$ cat src/rtl/vms_pkg.sv
// Contract
// RULE_01: Bank select register reachable from every bank picks channel; resets to zero.
// RULE_02: External reference by default; config bit 1 at zero selects internal reference.
// RULE_03: Clearing config bit 0 leaves standby and starts sampling enabled channels.
// RULE_04: While active, convert enabled channels in turn, rescanning at the set period.
// RULE_05: Wait the programmed settling delay after every conversion before the next.
// RULE_06: Rate bits 2:0 period, 5:3 delay; period 5 gives 10 ms, delay 0 40 us.
// RULE_07: Channel status bit 0 enables the channel; only enabled channels are scanned.
// RULE_08: Set channel status bit 7 when that channel's conversion completes.
// RULE_09: Keep each channel's latest result in its reading register; full scale is FFh.
// RULE_10: Per-channel writable high and low limits are the comparison thresholds.
// RULE_11: Limit checking happens only while channel status bit 4 is set.
// RULE_12: Above high limit sets bit 1; below low limit sets bit 2.
// RULE_13: A set limit flag also sets that channel's event status bit.
// RULE_14: Interrupt request enable bits per channel let events raise the request.
// RULE_15: Management interrupt enable bits per channel let events raise that output.
// RULE_16: Channel 9 reads the battery undivided; full scale or above reads FFh.
// RULE_17: Software sets the battery channel high limit to FFh.
// RULE_18: Software configures channels before leaving standby.
// RULE_19: Software clears pending channel flags before relying on alarms.
// RULE_20: Limit flags and event bits stay set until software clears them.
// RULE_21: Request output active while any event bit and its enable are both set.
// RULE_22: Each result comes from an eight-bit successive approximation, 0 to 255.
// RULE_23: Compare right after storing; above high or below low is a violation.
package vms_pkg;
  // ****************************************************************
  // Clock and sizes
  // ****************************************************************
  localparam int CLK_PERIOD_NS = 40;
  localparam int NUM_CH = 11;
  localparam int BATTERY_CH = 9;

  // ****************************************************************
  // Register offsets
  // ****************************************************************
  localparam logic [3:0] ADDR_EVT_LO = 4'h0;
  localparam logic [3:0] ADDR_EVT_HI = 4'h1;
  localparam logic [3:0] ADDR_MGMT_HI = 4'h2;
  localparam logic [3:0] ADDR_MGMT_LO = 4'h3;
  localparam logic [3:0] ADDR_IRQ_HI = 4'h4;
  localparam logic [3:0] ADDR_IRQ_LO = 4'h5;
  localparam logic [3:0] ADDR_RATE = 4'h7;
  localparam logic [3:0] ADDR_MCFG = 4'h8;
  localparam logic [3:0] ADDR_BANK = 4'h9;
  localparam logic [3:0] ADDR_CCFG = 4'hA;
  localparam logic [3:0] ADDR_READ = 4'hB;
  localparam logic [3:0] ADDR_HLIM = 4'hC;
  localparam logic [3:0] ADDR_LLIM = 4'hD;

  // ****************************************************************
  // Field positions
  // ****************************************************************
  localparam int MCFG_STANDBY = 0;
  localparam int MCFG_EXTREF = 1;
  localparam int CCFG_EN = 0;
  localparam int CCFG_HIGH = 1;
  localparam int CCFG_LOW = 2;
  localparam int CCFG_ALARM = 4;
  localparam int CCFG_DONE = 7;
  localparam int RATE_PER_LSB = 0;
  localparam int RATE_DLY_LSB = 3;

  // ****************************************************************
  // Reset values
  // ****************************************************************
  localparam logic [7:0] MCFG_RST = 8'h03;
  localparam logic [7:0] RATE_RST = 8'h05;
  localparam logic [7:0] BANK_RST = 8'h00;
  localparam logic [7:0] HLIM_RST = 8'hFF;
  localparam logic [7:0] LLIM_RST = 8'h00;

  // ****************************************************************
  // Timing
  // ****************************************************************
  localparam int MS_NS = 1000000;
  localparam int MS_CYC_DEF = MS_NS / CLK_PERIOD_NS;
  localparam int DLY_UNIT_NS = 40000;
  localparam int DLY_UNIT_CYC_DEF =
    (DLY_UNIT_NS + CLK_PERIOD_NS - 1) / CLK_PERIOD_NS;
  localparam int SAR_STEP_CYC = 4;
  // Scan period in milliseconds for each period code
  localparam logic [7:0] PERIOD_MS [0:7] = '{8'h01, 8'h02, 8'h03, 8'h04,
                                            8'h05, 8'h0A, 8'h14, 8'h32};

  typedef enum logic [2:0] {
    ST_IDLE, ST_PICK, ST_CONV, ST_SETTLE, ST_WAIT
  } vms_state_e;
endpackage : vms_pkg

$ cat src/rtl/vms_monitor.sv
`timescale 1ns/1ns
`default_nettype none
module vms_monitor #(
  parameter int MS_CYC = vms_pkg::MS_CYC_DEF,
  parameter int DLY_UNIT_CYC = vms_pkg::DLY_UNIT_CYC_DEF
) (
  input wire logic mclk,
  input wire logic rst_n,
  input wire logic [3:0] regAddr,
  input wire logic regWr,
  input wire logic regRd,
  input wire logic [7:0] regWdata,
  output logic [7:0] regRdata,
  input wire logic cmpHigh,
  output logic [7:0] dacCode,
  output logic [3:0] muxSel,
  output logic refInternal,
  output logic irqOut,
  output logic mgmtIrq_n
);
  import vms_pkg::*;

  // ****************************************************************
  // Registers
  // ****************************************************************
  logic [7:0] mcfg_reg;
  logic [7:0] rate_reg;
  logic [7:0] bank_reg;
  logic [15:0] irqEn_reg;
  logic [15:0] mgmtEn_reg;
  logic [NUM_CH-1:0] evt_reg;
  logic [7:0] chCfg_reg [NUM_CH];
  logic [7:0] chRead_reg [NUM_CH];
  logic [7:0] chHigh_reg [NUM_CH];
  logic [7:0] chLow_reg [NUM_CH];
  logic [7:0] rdata_reg;
  logic refInt_reg;
  logic irq_reg;
  logic mgmtIrq_n_reg;
  vms_state_e state_reg;
  logic [3:0] chIdx_reg;
  logic [15:0] dlyCnt_reg;
  logic [31:0] msPre_reg;
  logic [7:0] msCnt_reg;
  logic [7:0] sarDac;
  logic sarBusy;
  logic convDone;
  logic [7:0] sarResult;
  logic [NUM_CH-1:0] chEn;

  // ****************************************************************
  // Decode
  // ****************************************************************
  wire wrEvtLo = regWr && (regAddr == ADDR_EVT_LO);
  wire wrEvtHi = regWr && (regAddr == ADDR_EVT_HI);
  wire wrCcfg = regWr && (regAddr == ADDR_CCFG);
  wire wrHlim = regWr && (regAddr == ADDR_HLIM);
  wire wrLlim = regWr && (regAddr == ADDR_LLIM);
  wire standby = mcfg_reg[MCFG_STANDBY];
  wire [2:0] perCode = rate_reg[RATE_PER_LSB +: 3];
  wire [2:0] dlyCode = rate_reg[RATE_DLY_LSB +: 3];
  // Settling delay grows in whole units above code 0
  wire [15:0] dlyCyc = 16'(DLY_UNIT_CYC * (int'(dlyCode) + 1)); // [RULE_06]
  wire periodDone = (msCnt_reg >= PERIOD_MS[perCode]); // [RULE_06]
  wire scanEnd = (chIdx_reg >= 4'(NUM_CH));
  wire chOn = !scanEnd && chEn[chIdx_reg];
  wire convStart = (state_reg == ST_PICK) && !standby && chOn; // [RULE_07]
  wire scanStart = ((state_reg == ST_IDLE) && !standby)
                || ((state_reg == ST_WAIT) && periodDone);
  wire msTick = (msPre_reg == 32'(MS_CYC - 1));
  // Event clear mask, write one to clear a bit of the pair
  wire [15:0] evtClr = wrEvtLo ? {8'h00, regWdata}
                     : wrEvtHi ? {regWdata, 8'h00} : 16'h0000;
  wire [15:0] evtWide = 16'(evt_reg);
  wire bankOk = (bank_reg < 8'(NUM_CH));
  wire [3:0] bankIdx = bank_reg[3:0];

  // ****************************************************************
  // Converter
  // ****************************************************************
  vms_sar u_sar (
    .mclk(mclk),
    .rst_n(rst_n),
    .start(convStart),
    .cmpHigh(cmpHigh),
    .dacCode(sarDac),
    .busy(sarBusy),
    .done(convDone),
    .result(sarResult)
  );

  // ****************************************************************
  // Global registers
  // ****************************************************************
  // Bank select answers in every bank since it sits outside the bank
  always_ff @(posedge mclk or negedge rst_n) begin
    if (!rst_n) begin
      mcfg_reg <= MCFG_RST;
      rate_reg <= RATE_RST;
      bank_reg <= BANK_RST; // [RULE_01]
      irqEn_reg <= 16'h0000;
      mgmtEn_reg <= 16'h0000;
    end else if (regWr) begin
      if (regAddr == ADDR_MCFG) mcfg_reg <= regWdata; // [RULE_02] [RULE_03]
      if (regAddr == ADDR_RATE) rate_reg <= regWdata; // [RULE_06]
      if (regAddr == ADDR_BANK) bank_reg <= regWdata; // [RULE_01]
      if (regAddr == ADDR_IRQ_LO) irqEn_reg[7:0] <= regWdata; // [RULE_14]
      if (regAddr == ADDR_IRQ_HI) irqEn_reg[15:8] <= regWdata; // [RULE_14]
      if (regAddr == ADDR_MGMT_LO) mgmtEn_reg[7:0] <= regWdata; // [RULE_15]
      if (regAddr == ADDR_MGMT_HI) mgmtEn_reg[15:8] <= regWdata; // [RULE_15]
    end
  end

  // ****************************************************************
  // Per-channel registers
  // ****************************************************************
  for (genvar gi = 0; gi < NUM_CH; gi++) begin : g_ch
    wire sel = (bank_reg == 8'(gi)); // [RULE_01]
    wire here = convDone && (chIdx_reg == 4'(gi));
    wire chk = here && chCfg_reg[gi][CCFG_ALARM]; // [RULE_11]
    wire hiHit = chk && (sarResult > chHigh_reg[gi]); // [RULE_10] [RULE_23]
    wire loHit = chk && (sarResult < chLow_reg[gi]); // [RULE_10] [RULE_23]
    wire wc = wrCcfg && sel;
    wire [7:0] cfg = chCfg_reg[gi];
    // Hardware set wins over a same-cycle software clear
    wire [7:0] cfgNext = {
      here | (cfg[CCFG_DONE] & ~(wc & regWdata[CCFG_DONE])), // [RULE_08]
      2'b00,
      wc ? regWdata[CCFG_ALARM] : cfg[CCFG_ALARM],
      1'b0,
      loHit | (cfg[CCFG_LOW] & ~(wc & regWdata[CCFG_LOW])), // [RULE_12] [RULE_20]
      hiHit | (cfg[CCFG_HIGH] & ~(wc & regWdata[CCFG_HIGH])), // [RULE_12] [RULE_20]
      wc ? regWdata[CCFG_EN] : cfg[CCFG_EN]}; // [RULE_07]
    wire evtNext = hiHit | loHit | (evt_reg[gi] & ~evtClr[gi]); // [RULE_13] [RULE_20]
    assign chEn[gi] = cfg[CCFG_EN];

    always_ff @(posedge mclk or negedge rst_n) begin
      if (!rst_n) begin
        chCfg_reg[gi] <= 8'h00;
        chRead_reg[gi] <= 8'h00;
        chHigh_reg[gi] <= HLIM_RST;
        chLow_reg[gi] <= LLIM_RST;
        evt_reg[gi] <= 1'b0;
      end else begin
        chCfg_reg[gi] <= cfgNext;
        evt_reg[gi] <= evtNext;
        if (here) chRead_reg[gi] <= sarResult; // [RULE_09]
        if (wrHlim && sel) chHigh_reg[gi] <= regWdata; // [RULE_10]
        if (wrLlim && sel) chLow_reg[gi] <= regWdata; // [RULE_10]
      end
    end
  end

  // ****************************************************************
  // Scan sequencer
  // ****************************************************************
  // Standby is honoured between conversions so a result is never torn
  always_ff @(posedge mclk or negedge rst_n) begin
    if (!rst_n) begin
      state_reg <= ST_IDLE;
      chIdx_reg <= 4'h0;
      dlyCnt_reg <= 16'h0000;
    end else begin
      unique case (state_reg)
        ST_IDLE: begin
          chIdx_reg <= 4'h0;
          if (!standby) state_reg <= ST_PICK; // [RULE_03]
        end
        ST_PICK: begin
          if (standby) state_reg <= ST_IDLE;
          else if (scanEnd) state_reg <= ST_WAIT; // [RULE_04]
          else if (chOn) state_reg <= ST_CONV; // [RULE_07]
          else chIdx_reg <= chIdx_reg + 4'h1;
        end
        ST_CONV: begin
          dlyCnt_reg <= 16'h0000;
          if (convDone) state_reg <= ST_SETTLE;
        end
        ST_SETTLE: begin
          dlyCnt_reg <= dlyCnt_reg + 16'h0001;
          if (dlyCnt_reg == dlyCyc - 16'h0001) begin // [RULE_05]
            chIdx_reg <= chIdx_reg + 4'h1;
            state_reg <= standby ? ST_IDLE : ST_PICK;
          end
        end
        ST_WAIT: begin
          if (standby) begin
            state_reg <= ST_IDLE;
          end else if (periodDone) begin // [RULE_04]
            chIdx_reg <= 4'h0;
            state_reg <= ST_PICK;
          end
        end
      endcase
    end
  end

  // Period timer restarts with each scan, counted in milliseconds
  always_ff @(posedge mclk or negedge rst_n) begin
    if (!rst_n) begin
      msPre_reg <= 32'h0000_0000;
      msCnt_reg <= 8'h00;
    end else if (scanStart) begin
      msPre_reg <= 32'h0000_0000;
      msCnt_reg <= 8'h00;
    end else begin
      msPre_reg <= msTick ? 32'h0000_0000 : msPre_reg + 32'h0000_0001;
      if (msTick && msCnt_reg != 8'hFF) msCnt_reg <= msCnt_reg + 8'h01;
    end
  end

  // ****************************************************************
  // Read port and outputs
  // ****************************************************************
  wire [7:0] readMux =
      (regAddr == ADDR_EVT_LO) ? evtWide[7:0]
    : (regAddr == ADDR_EVT_HI) ? evtWide[15:8]
    : (regAddr == ADDR_MGMT_HI) ? mgmtEn_reg[15:8]
    : (regAddr == ADDR_MGMT_LO) ? mgmtEn_reg[7:0]
    : (regAddr == ADDR_IRQ_HI) ? irqEn_reg[15:8]
    : (regAddr == ADDR_IRQ_LO) ? irqEn_reg[7:0]
    : (regAddr == ADDR_RATE) ? rate_reg
    : (regAddr == ADDR_MCFG) ? mcfg_reg
    : (regAddr == ADDR_BANK) ? bank_reg
    : !bankOk ? 8'h00
    : (regAddr == ADDR_CCFG) ? chCfg_reg[bankIdx]
    : (regAddr == ADDR_READ) ? chRead_reg[bankIdx] // [RULE_09]
    : (regAddr == ADDR_HLIM) ? chHigh_reg[bankIdx]
    : (regAddr == ADDR_LLIM) ? chLow_reg[bankIdx] : 8'h00;

  // Interrupt levels are registered, one cycle behind the status
  always_ff @(posedge mclk or negedge rst_n) begin
    if (!rst_n) begin
      rdata_reg <= 8'h00;
      refInt_reg <= 1'b0;
      irq_reg <= 1'b0;
      mgmtIrq_n_reg <= 1'b1;
    end else begin
      if (regRd) rdata_reg <= readMux;
      refInt_reg <= ~mcfg_reg[MCFG_EXTREF]; // [RULE_02]
      irq_reg <= |(evtWide & irqEn_reg); // [RULE_14] [RULE_21]
      mgmtIrq_n_reg <= ~|(evtWide & mgmtEn_reg); // [RULE_15] [RULE_21]
    end
  end

  assign regRdata = rdata_reg;
  assign dacCode = sarDac;
  assign muxSel = chIdx_reg;
  assign refInternal = refInt_reg;
  assign irqOut = irq_reg;
  assign mgmtIrq_n = mgmtIrq_n_reg;

  // ****************************************************************
  // Checks
  // ****************************************************************
  logic [15:0] gap_reg;
  logic sawDone_reg;
  always_ff @(posedge mclk or negedge rst_n) begin
    if (!rst_n) begin
      gap_reg <= 16'h0000;
      sawDone_reg <= 1'b0;
    end else begin
      gap_reg <= convDone ? 16'h0000 : gap_reg + 16'(gap_reg != 16'hFFFF);
      sawDone_reg <= (state_reg != ST_IDLE) && (sawDone_reg || convDone);
    end
  end
endmodule : vms_monitor
`default_nettype wire

$ cat src/rtl/vms_sar.sv
`timescale 1ns/1ns
`default_nettype none
module vms_sar #(
  parameter int STEP_CYC = vms_pkg::SAR_STEP_CYC
) (
  input wire logic mclk,
  input wire logic rst_n,
  input wire logic start,
  input wire logic cmpHigh,
  output logic [7:0] dacCode,
  output logic busy,
  output logic done,
  output logic [7:0] result
);
  import vms_pkg::*;

  logic cmpMeta_reg;
  logic cmpSync_reg;
  logic [2:0] bitPos_reg;
  logic [7:0] stepCnt_reg;
  logic [7:0] trial_reg;
  logic busy_reg;
  logic done_reg;
  logic [7:0] result_reg;

  // Step ends late enough for the synchronised compare to reflect the DAC
  wire stepEnd = busy_reg && (stepCnt_reg == 8'(STEP_CYC - 1));
  wire [7:0] bitMask = 8'h01 << bitPos_reg;
  wire [7:0] kept = cmpSync_reg ? trial_reg : (trial_reg & ~bitMask);
  wire lastBit = (bitPos_reg == 3'h0);

  // Comparator pin passes two flops before the search reads it
  always_ff @(posedge mclk or negedge rst_n) begin
    if (!rst_n) begin
      cmpMeta_reg <= 1'b0;
      cmpSync_reg <= 1'b0;
    end else begin
      cmpMeta_reg <= cmpHigh;
      cmpSync_reg <= cmpMeta_reg;
    end
  end

  // Bitwise search from the MSB down, one bit per step
  always_ff @(posedge mclk or negedge rst_n) begin
    if (!rst_n) begin
      busy_reg <= 1'b0;
      done_reg <= 1'b0;
      bitPos_reg <= 3'h7;
      stepCnt_reg <= 8'h00;
      trial_reg <= 8'h00;
      result_reg <= 8'h00;
    end else begin
      done_reg <= 1'b0;
      if (start && !busy_reg) begin
        busy_reg <= 1'b1;
        bitPos_reg <= 3'h7;
        stepCnt_reg <= 8'h00;
        trial_reg <= 8'h80; // [RULE_22]
      end else if (stepEnd) begin
        stepCnt_reg <= 8'h00;
        bitPos_reg <= bitPos_reg - 3'h1;
        if (lastBit) begin
          // All ones at or above full scale, so battery tops out at FFh
          busy_reg <= 1'b0;
          done_reg <= 1'b1;
          result_reg <= kept; // [RULE_16] [RULE_22]
          trial_reg <= kept;
        end else begin
          trial_reg <= kept | (bitMask >> 1); // [RULE_22]
        end
      end else if (busy_reg) begin
        stepCnt_reg <= stepCnt_reg + 8'h01;
      end
    end
  end

  assign dacCode = trial_reg;
  assign busy = busy_reg;
  assign done = done_reg;
  assign result = result_reg;
endmodule : vms_sar
`default_nettype wire

$ cat config.mk
export PLATFORM = sky130hd
export DESIGN_NAME = vms_monitor
export DESIGN_NICKNAME = d
export VERILOG_FILES = /design/src/rtl/vms_pkg.sv /design/src/rtl/vms_monitor.sv /design/src/rtl/vms_sar.sv
export SDC_FILE = /design/constraint.sdc
export NUM_CORES = 1
export LEC_CHECK = 0
export BUFFER_PORTS_ARGS = -buffer_cell sky130_fd_sc_hd__clkbuf_2
export CORE_MARGIN = 4
export CORE_UTILIZATION = 45
export CTS_CLUSTER_SIZE = 24
export DETAILED_ROUTE_END_ITERATION = 16
export GPL_TIMING_DRIVEN = 0
export HOLD_SLACK_MARGIN = 0.15
export PLACE_DENSITY = 0.71
export SYNTH_ARGS = -nofsm -noshare
export SYNTH_HDL_FRONTEND = slang
export SYNTH_SLANG_ARGS = --single-unit
$ cat constraint.sdc
create_clock -name mclk -period 13 [get_ports mclk]
set_clock_uncertainty 0.15 [all_clocks]
set_input_delay 0 -clock mclk [delete_from_list [all_inputs] [get_ports mclk]]
set_output_delay 0 -clock mclk [all_outputs]
set_load 0.01 [all_outputs]
==> results by stage <==
Outcome:
- The flow ran to the end, but the final reports show violations.
- The checks that failed: capacitance limit, slew limit.

Yosys:
- Counting every net in the synthesized netlist gives 3,081.
- The synthesized design contains 0 enable-type register cells.
- dfrtp_1 is the most common cell in the netlist.
- Counting flops and latches in the post-synthesis netlist gives approximately 490.
- During synthesis, Yosys emitted a total of 0 warnings.
- The commonest cells after synthesis are 395 x dfrtp_1, 320 x nand2_1, 244 x mux2_2.
- Ranked by total cell area, the synthesized netlist is headed by dfrtp_1 34%, mux2_2 9.4%, ha_1 8.9%.
- The post-synthesis area per instance is roughly 10 um^2.
- The summed instance area of the synthesized netlist is around 29,000 um^2.
- The share of Yosys cell area claimed by the top area cell type is about a third.
- The cell type with the highest aggregate area in the netlist is dfrtp_1.
- The synthesized netlist cell count is about 2,900.
- The most used flip-flop cell after synthesis is dfrtp_1.
- For this run, asynchronously set or reset flops after synthesis account for 100%.
- The number of distinct standard cells referenced by the synthesized netlist is 93.
- The sequential fraction of the synthesis area is between 40% and 50%.

CTS:
- Clock tree synthesis selected as its root buffer the cell clkbuf_16.
- The H-tree was split into 2 levels.
- After clock tree synthesis, the setup repair step added 0 buffers.
- Clock-pin slew was measured on the worst setup and hold paths at roughly 60 ps.
- For this design, the sink count on the clock tree is 491.
- The TritonCTS clock tree is built.
- The total clock buffers created by CTS is 52.
- For this design, the CTS-stage hold fixing added 19 buffers.
- Once the clock tree was built, the resizer swapped 0 gates to a different size.
- The maximum number of buffers from clock root to sink is 3.
- Clock latency on the worst-skew pair, taken at its later pin, is slightly above 600 ps.

Power and ir drop:
- The analysis attributes to cell leakage a power of ~15 nW.
- The internal portion of the total power is between 3 and 4 mW.
- Registers are responsible for between 30% and 40% of the overall power.
- Combinational cells account for between 30% and 40% of the total power.
- The clock network accounts for 30.4% of the total power.
- The design draws between 5 and 6 mW.
- The net load switching power is ~1.9 mW.
- The areal power density over the cells is ~160 nW/um^2.
- Of the total power, the share spent switching nets is ~36%.
- The peak supply drop is approximately 130 uV.

Timing:
- Based on the critical path, the design can be clocked at up to 0.192 GHz.
- The final count of pins violating max slew is 26.
- For the pin with the worst max-slew slack, the measured transition is 1530 ps.
- The post-route setup TNS is 0 ps.
- The worst slew margin relative to its limit is -2.14%.
- The number of hold violations in the final report was 0.
- The setup-violating endpoint count in the final report is 0.
- Setup repair after global routing left no endpoint under its margin.
- After layout, the worst path uses roughly 40% of the clock period.
- The clock period could shrink to about 5200 ps.
- The worst setup slack after layout is about 7800 ps.

GRT:
- The first global-routing pass estimated roughly 140 mm of wire.
- Across every metal layer, demand over resource in global routing totals around 26%.
- The number of antenna violations at the first check in global routing is 5.
- The number of global-route vias before repair is between 20,000 and 25,000.
- Entering global routing, the biggest net connects 110 pins.
- The total congestion overflow is 0.

Cells and area:
- Measured on the finished design, the core utilization comes to 50.6%.
- The synthesis-to-finish area growth is 11.5%.
- Of the cells placed in the final design, the portion with a size suffix greater than 1 is between 10% and 20%.
- The final non-filler cell total is between 3,000 and 4,000.
- After filler insertion, the fill cell instance count of the layout stands at approximately 5,800.
- The post-layout net count is ~3,200.

Floorplanning:
- From left edge to right edge, the die measures about 260 um.
- The floorplan core area is between 60,000 and 70,000 um^2.
- The die covers approximately 69,000 um^2.
- The floorplan has a little over 90 rows.
- 40 I/O pins were placed.
- The overall die height is 263 um.
- Once the floorplan was initialized, standard cells occupied a little under half of the core.

Drt:
- The remaining antenna violation count after routing is 0.
- The via-per-instance ratio is between 6 and 7.
- For this run, the detailed router's first-pass iteration total came to 7.
- The final wirelength is 91.8 mm.
- Across all layers, the routed design uses 23,203 vias.
- The number of remaining DRC errors is 0.
- Dividing the detail-routed wire length by the instance count gives approximately 24 um.
- The initial DRC count is about 2,500.

Placed design:
- The HPWL after detailed placement is 65.7 mm.
- Timing analysis after detailed placement gives a worst setup slack of a little under 8000 ps.
- The total instance count after detailed placement is about 3,700.
- The congestion estimate from routability-driven global placement came to between 1 and 1.5.
- Port buffering added 33 buffers.

Worst setup path:
- For the worst setup path, the data required time is approximately 13,000 ps.
- For the worst setup path, the data arrival time is 5540 ps.
- STA classifies the critical path startpoint as a flip-flop.
- The highest fanout seen on the critical path is 9.
- STA classifies the critical path endpoint as a flip-flop.
- The worst setup path is of the reg -> reg kind.

Hold path:
- The worst min-delay path class is in -> reg.

Run:
- The number of violations of the max-capacitance limit is 1.
## kinds of logic (layout without fill, tap and decap cells)
kind of cell | count (synthesis) | after routing | synth area share (%)
compound gates | 569 | 569 | 12.3
xor+xnor | 57 | 57 | 1.76
fa+ha+maj | 214 | 214 | 9.35
other cells | 0 | 1 | 0
buf+inv | 363 | 518 | 5.09
flops | 491 | 491 | 42.5
simple gates | 791 | 791 | 12.8
mux | 365 | 365 | 16.2
## power by group through the flow
| stage | Combinational, mW | Sequential (mW) | Clock [mW] |
|---|---|---|---|
| 2_1_floorplan | 1.12 | 1.85 | 0 |
| 3_3_place_gp | 1.56 | 1.93 | 0 |
| 3_5_place_dp | 1.61 | 1.93 | 0 |
| 4_1_cts | 1.63 | 1.90 | 1.57 |
| 5_1_grt | 1.80 | 1.93 | 1.62 |
| 6_report | 1.65 | 1.91 | 1.55 |
## layout make-up
| type | count | area, um^2 | area share, % |
|---|---|---|---|
| Multi-Input combinational cell | 1996 | 15300 | 47.0 |
| Buffer | 154 | 702 | 2.16 |
| Timing Repair Buffer | 57 | 519 | 1.60 |
| Clock buffer | 85 | 1560 | 4.78 |
| Clock inverter | 13 | 201 | 0.619 |
| Sequential cell | 491 | 12400 | 38.1 |
| Tap cell | 855 | 1070 | 3.29 |
| Antenna cell | 1 | 2.50 | 0.00769 |
| Inverter | 209 | 785 | 2.41 |
## layout by cell type, fill, tap and decap left out, types with 30 or more instances in the layout
master       n
a21o_1      68
a21oi_1    126
buf_2       31
clkbuf_1   120
clkbuf_16   52
clkbuf_2    32
dfrtp_1    395
dfstp_2     96
ha_1       207
inv_1      208
mux2_2     244
mux2i_1     59
mux4_2      59
nand2_1    320
nand3_1     87
nor2_1     169
nor2b_1     37
o21ai_0    187
o22ai_1     35
xor2_1      30
## worst max-delay path: stages, from the launching register on
cell,delay [ps]
dfrtp_1,430
buf_4,210
inv_1,320
ha_1,430
fa_1,700
fa_1,470
ha_1,350
xnor2_1,350
nand4_1,200
a211o_1,320
a22oi_1,230
a41oi_1,210
a21oi_4,220
nand3b_4,110
a221o_1,360
## worst paths after layout
path / start / to / slack [ps] / cells after the start
max: rate_reg[3] / muxSel[3] / 7790 / 14
min: regRd / regRdata[0] / 180 / 4
max reg2reg: rate_reg[3] / muxSel[3] / 7790 / 14
min reg2reg: u_sar.cmpMeta_reg / u_sar.cmpSync_reg / 200 / 0
max in group asynchronous: rst_n / chHigh_reg[81] / 11190 / 5
min in group asynchronous: rst_n / u_sar.bitPos_reg[1] / 450 / 3
## stage by stage
step | hold WS, ps | cell area [um^2]
finish | 179 | 32500
global route | 217 | 32500
CTS | 167 | 32500
detailed placement | -40.0 | 30600
global placement | -39.6 | 30400
floorplan | -446 | 29200
## per-layer routing
metal | GRT usage (%) | vias to the layer above | part of all wire, %
met1 | 36.6 | 11503 | 42
met3 | 5.34 | 262 | 9.3
li1 | - | 10301 | -
met5 | 0 | - | 0.041
met4 | 10.7 | 6 | 5.2
met2 | 39.2 | 1131 | 43
Power figures use the tool's default switching activity.
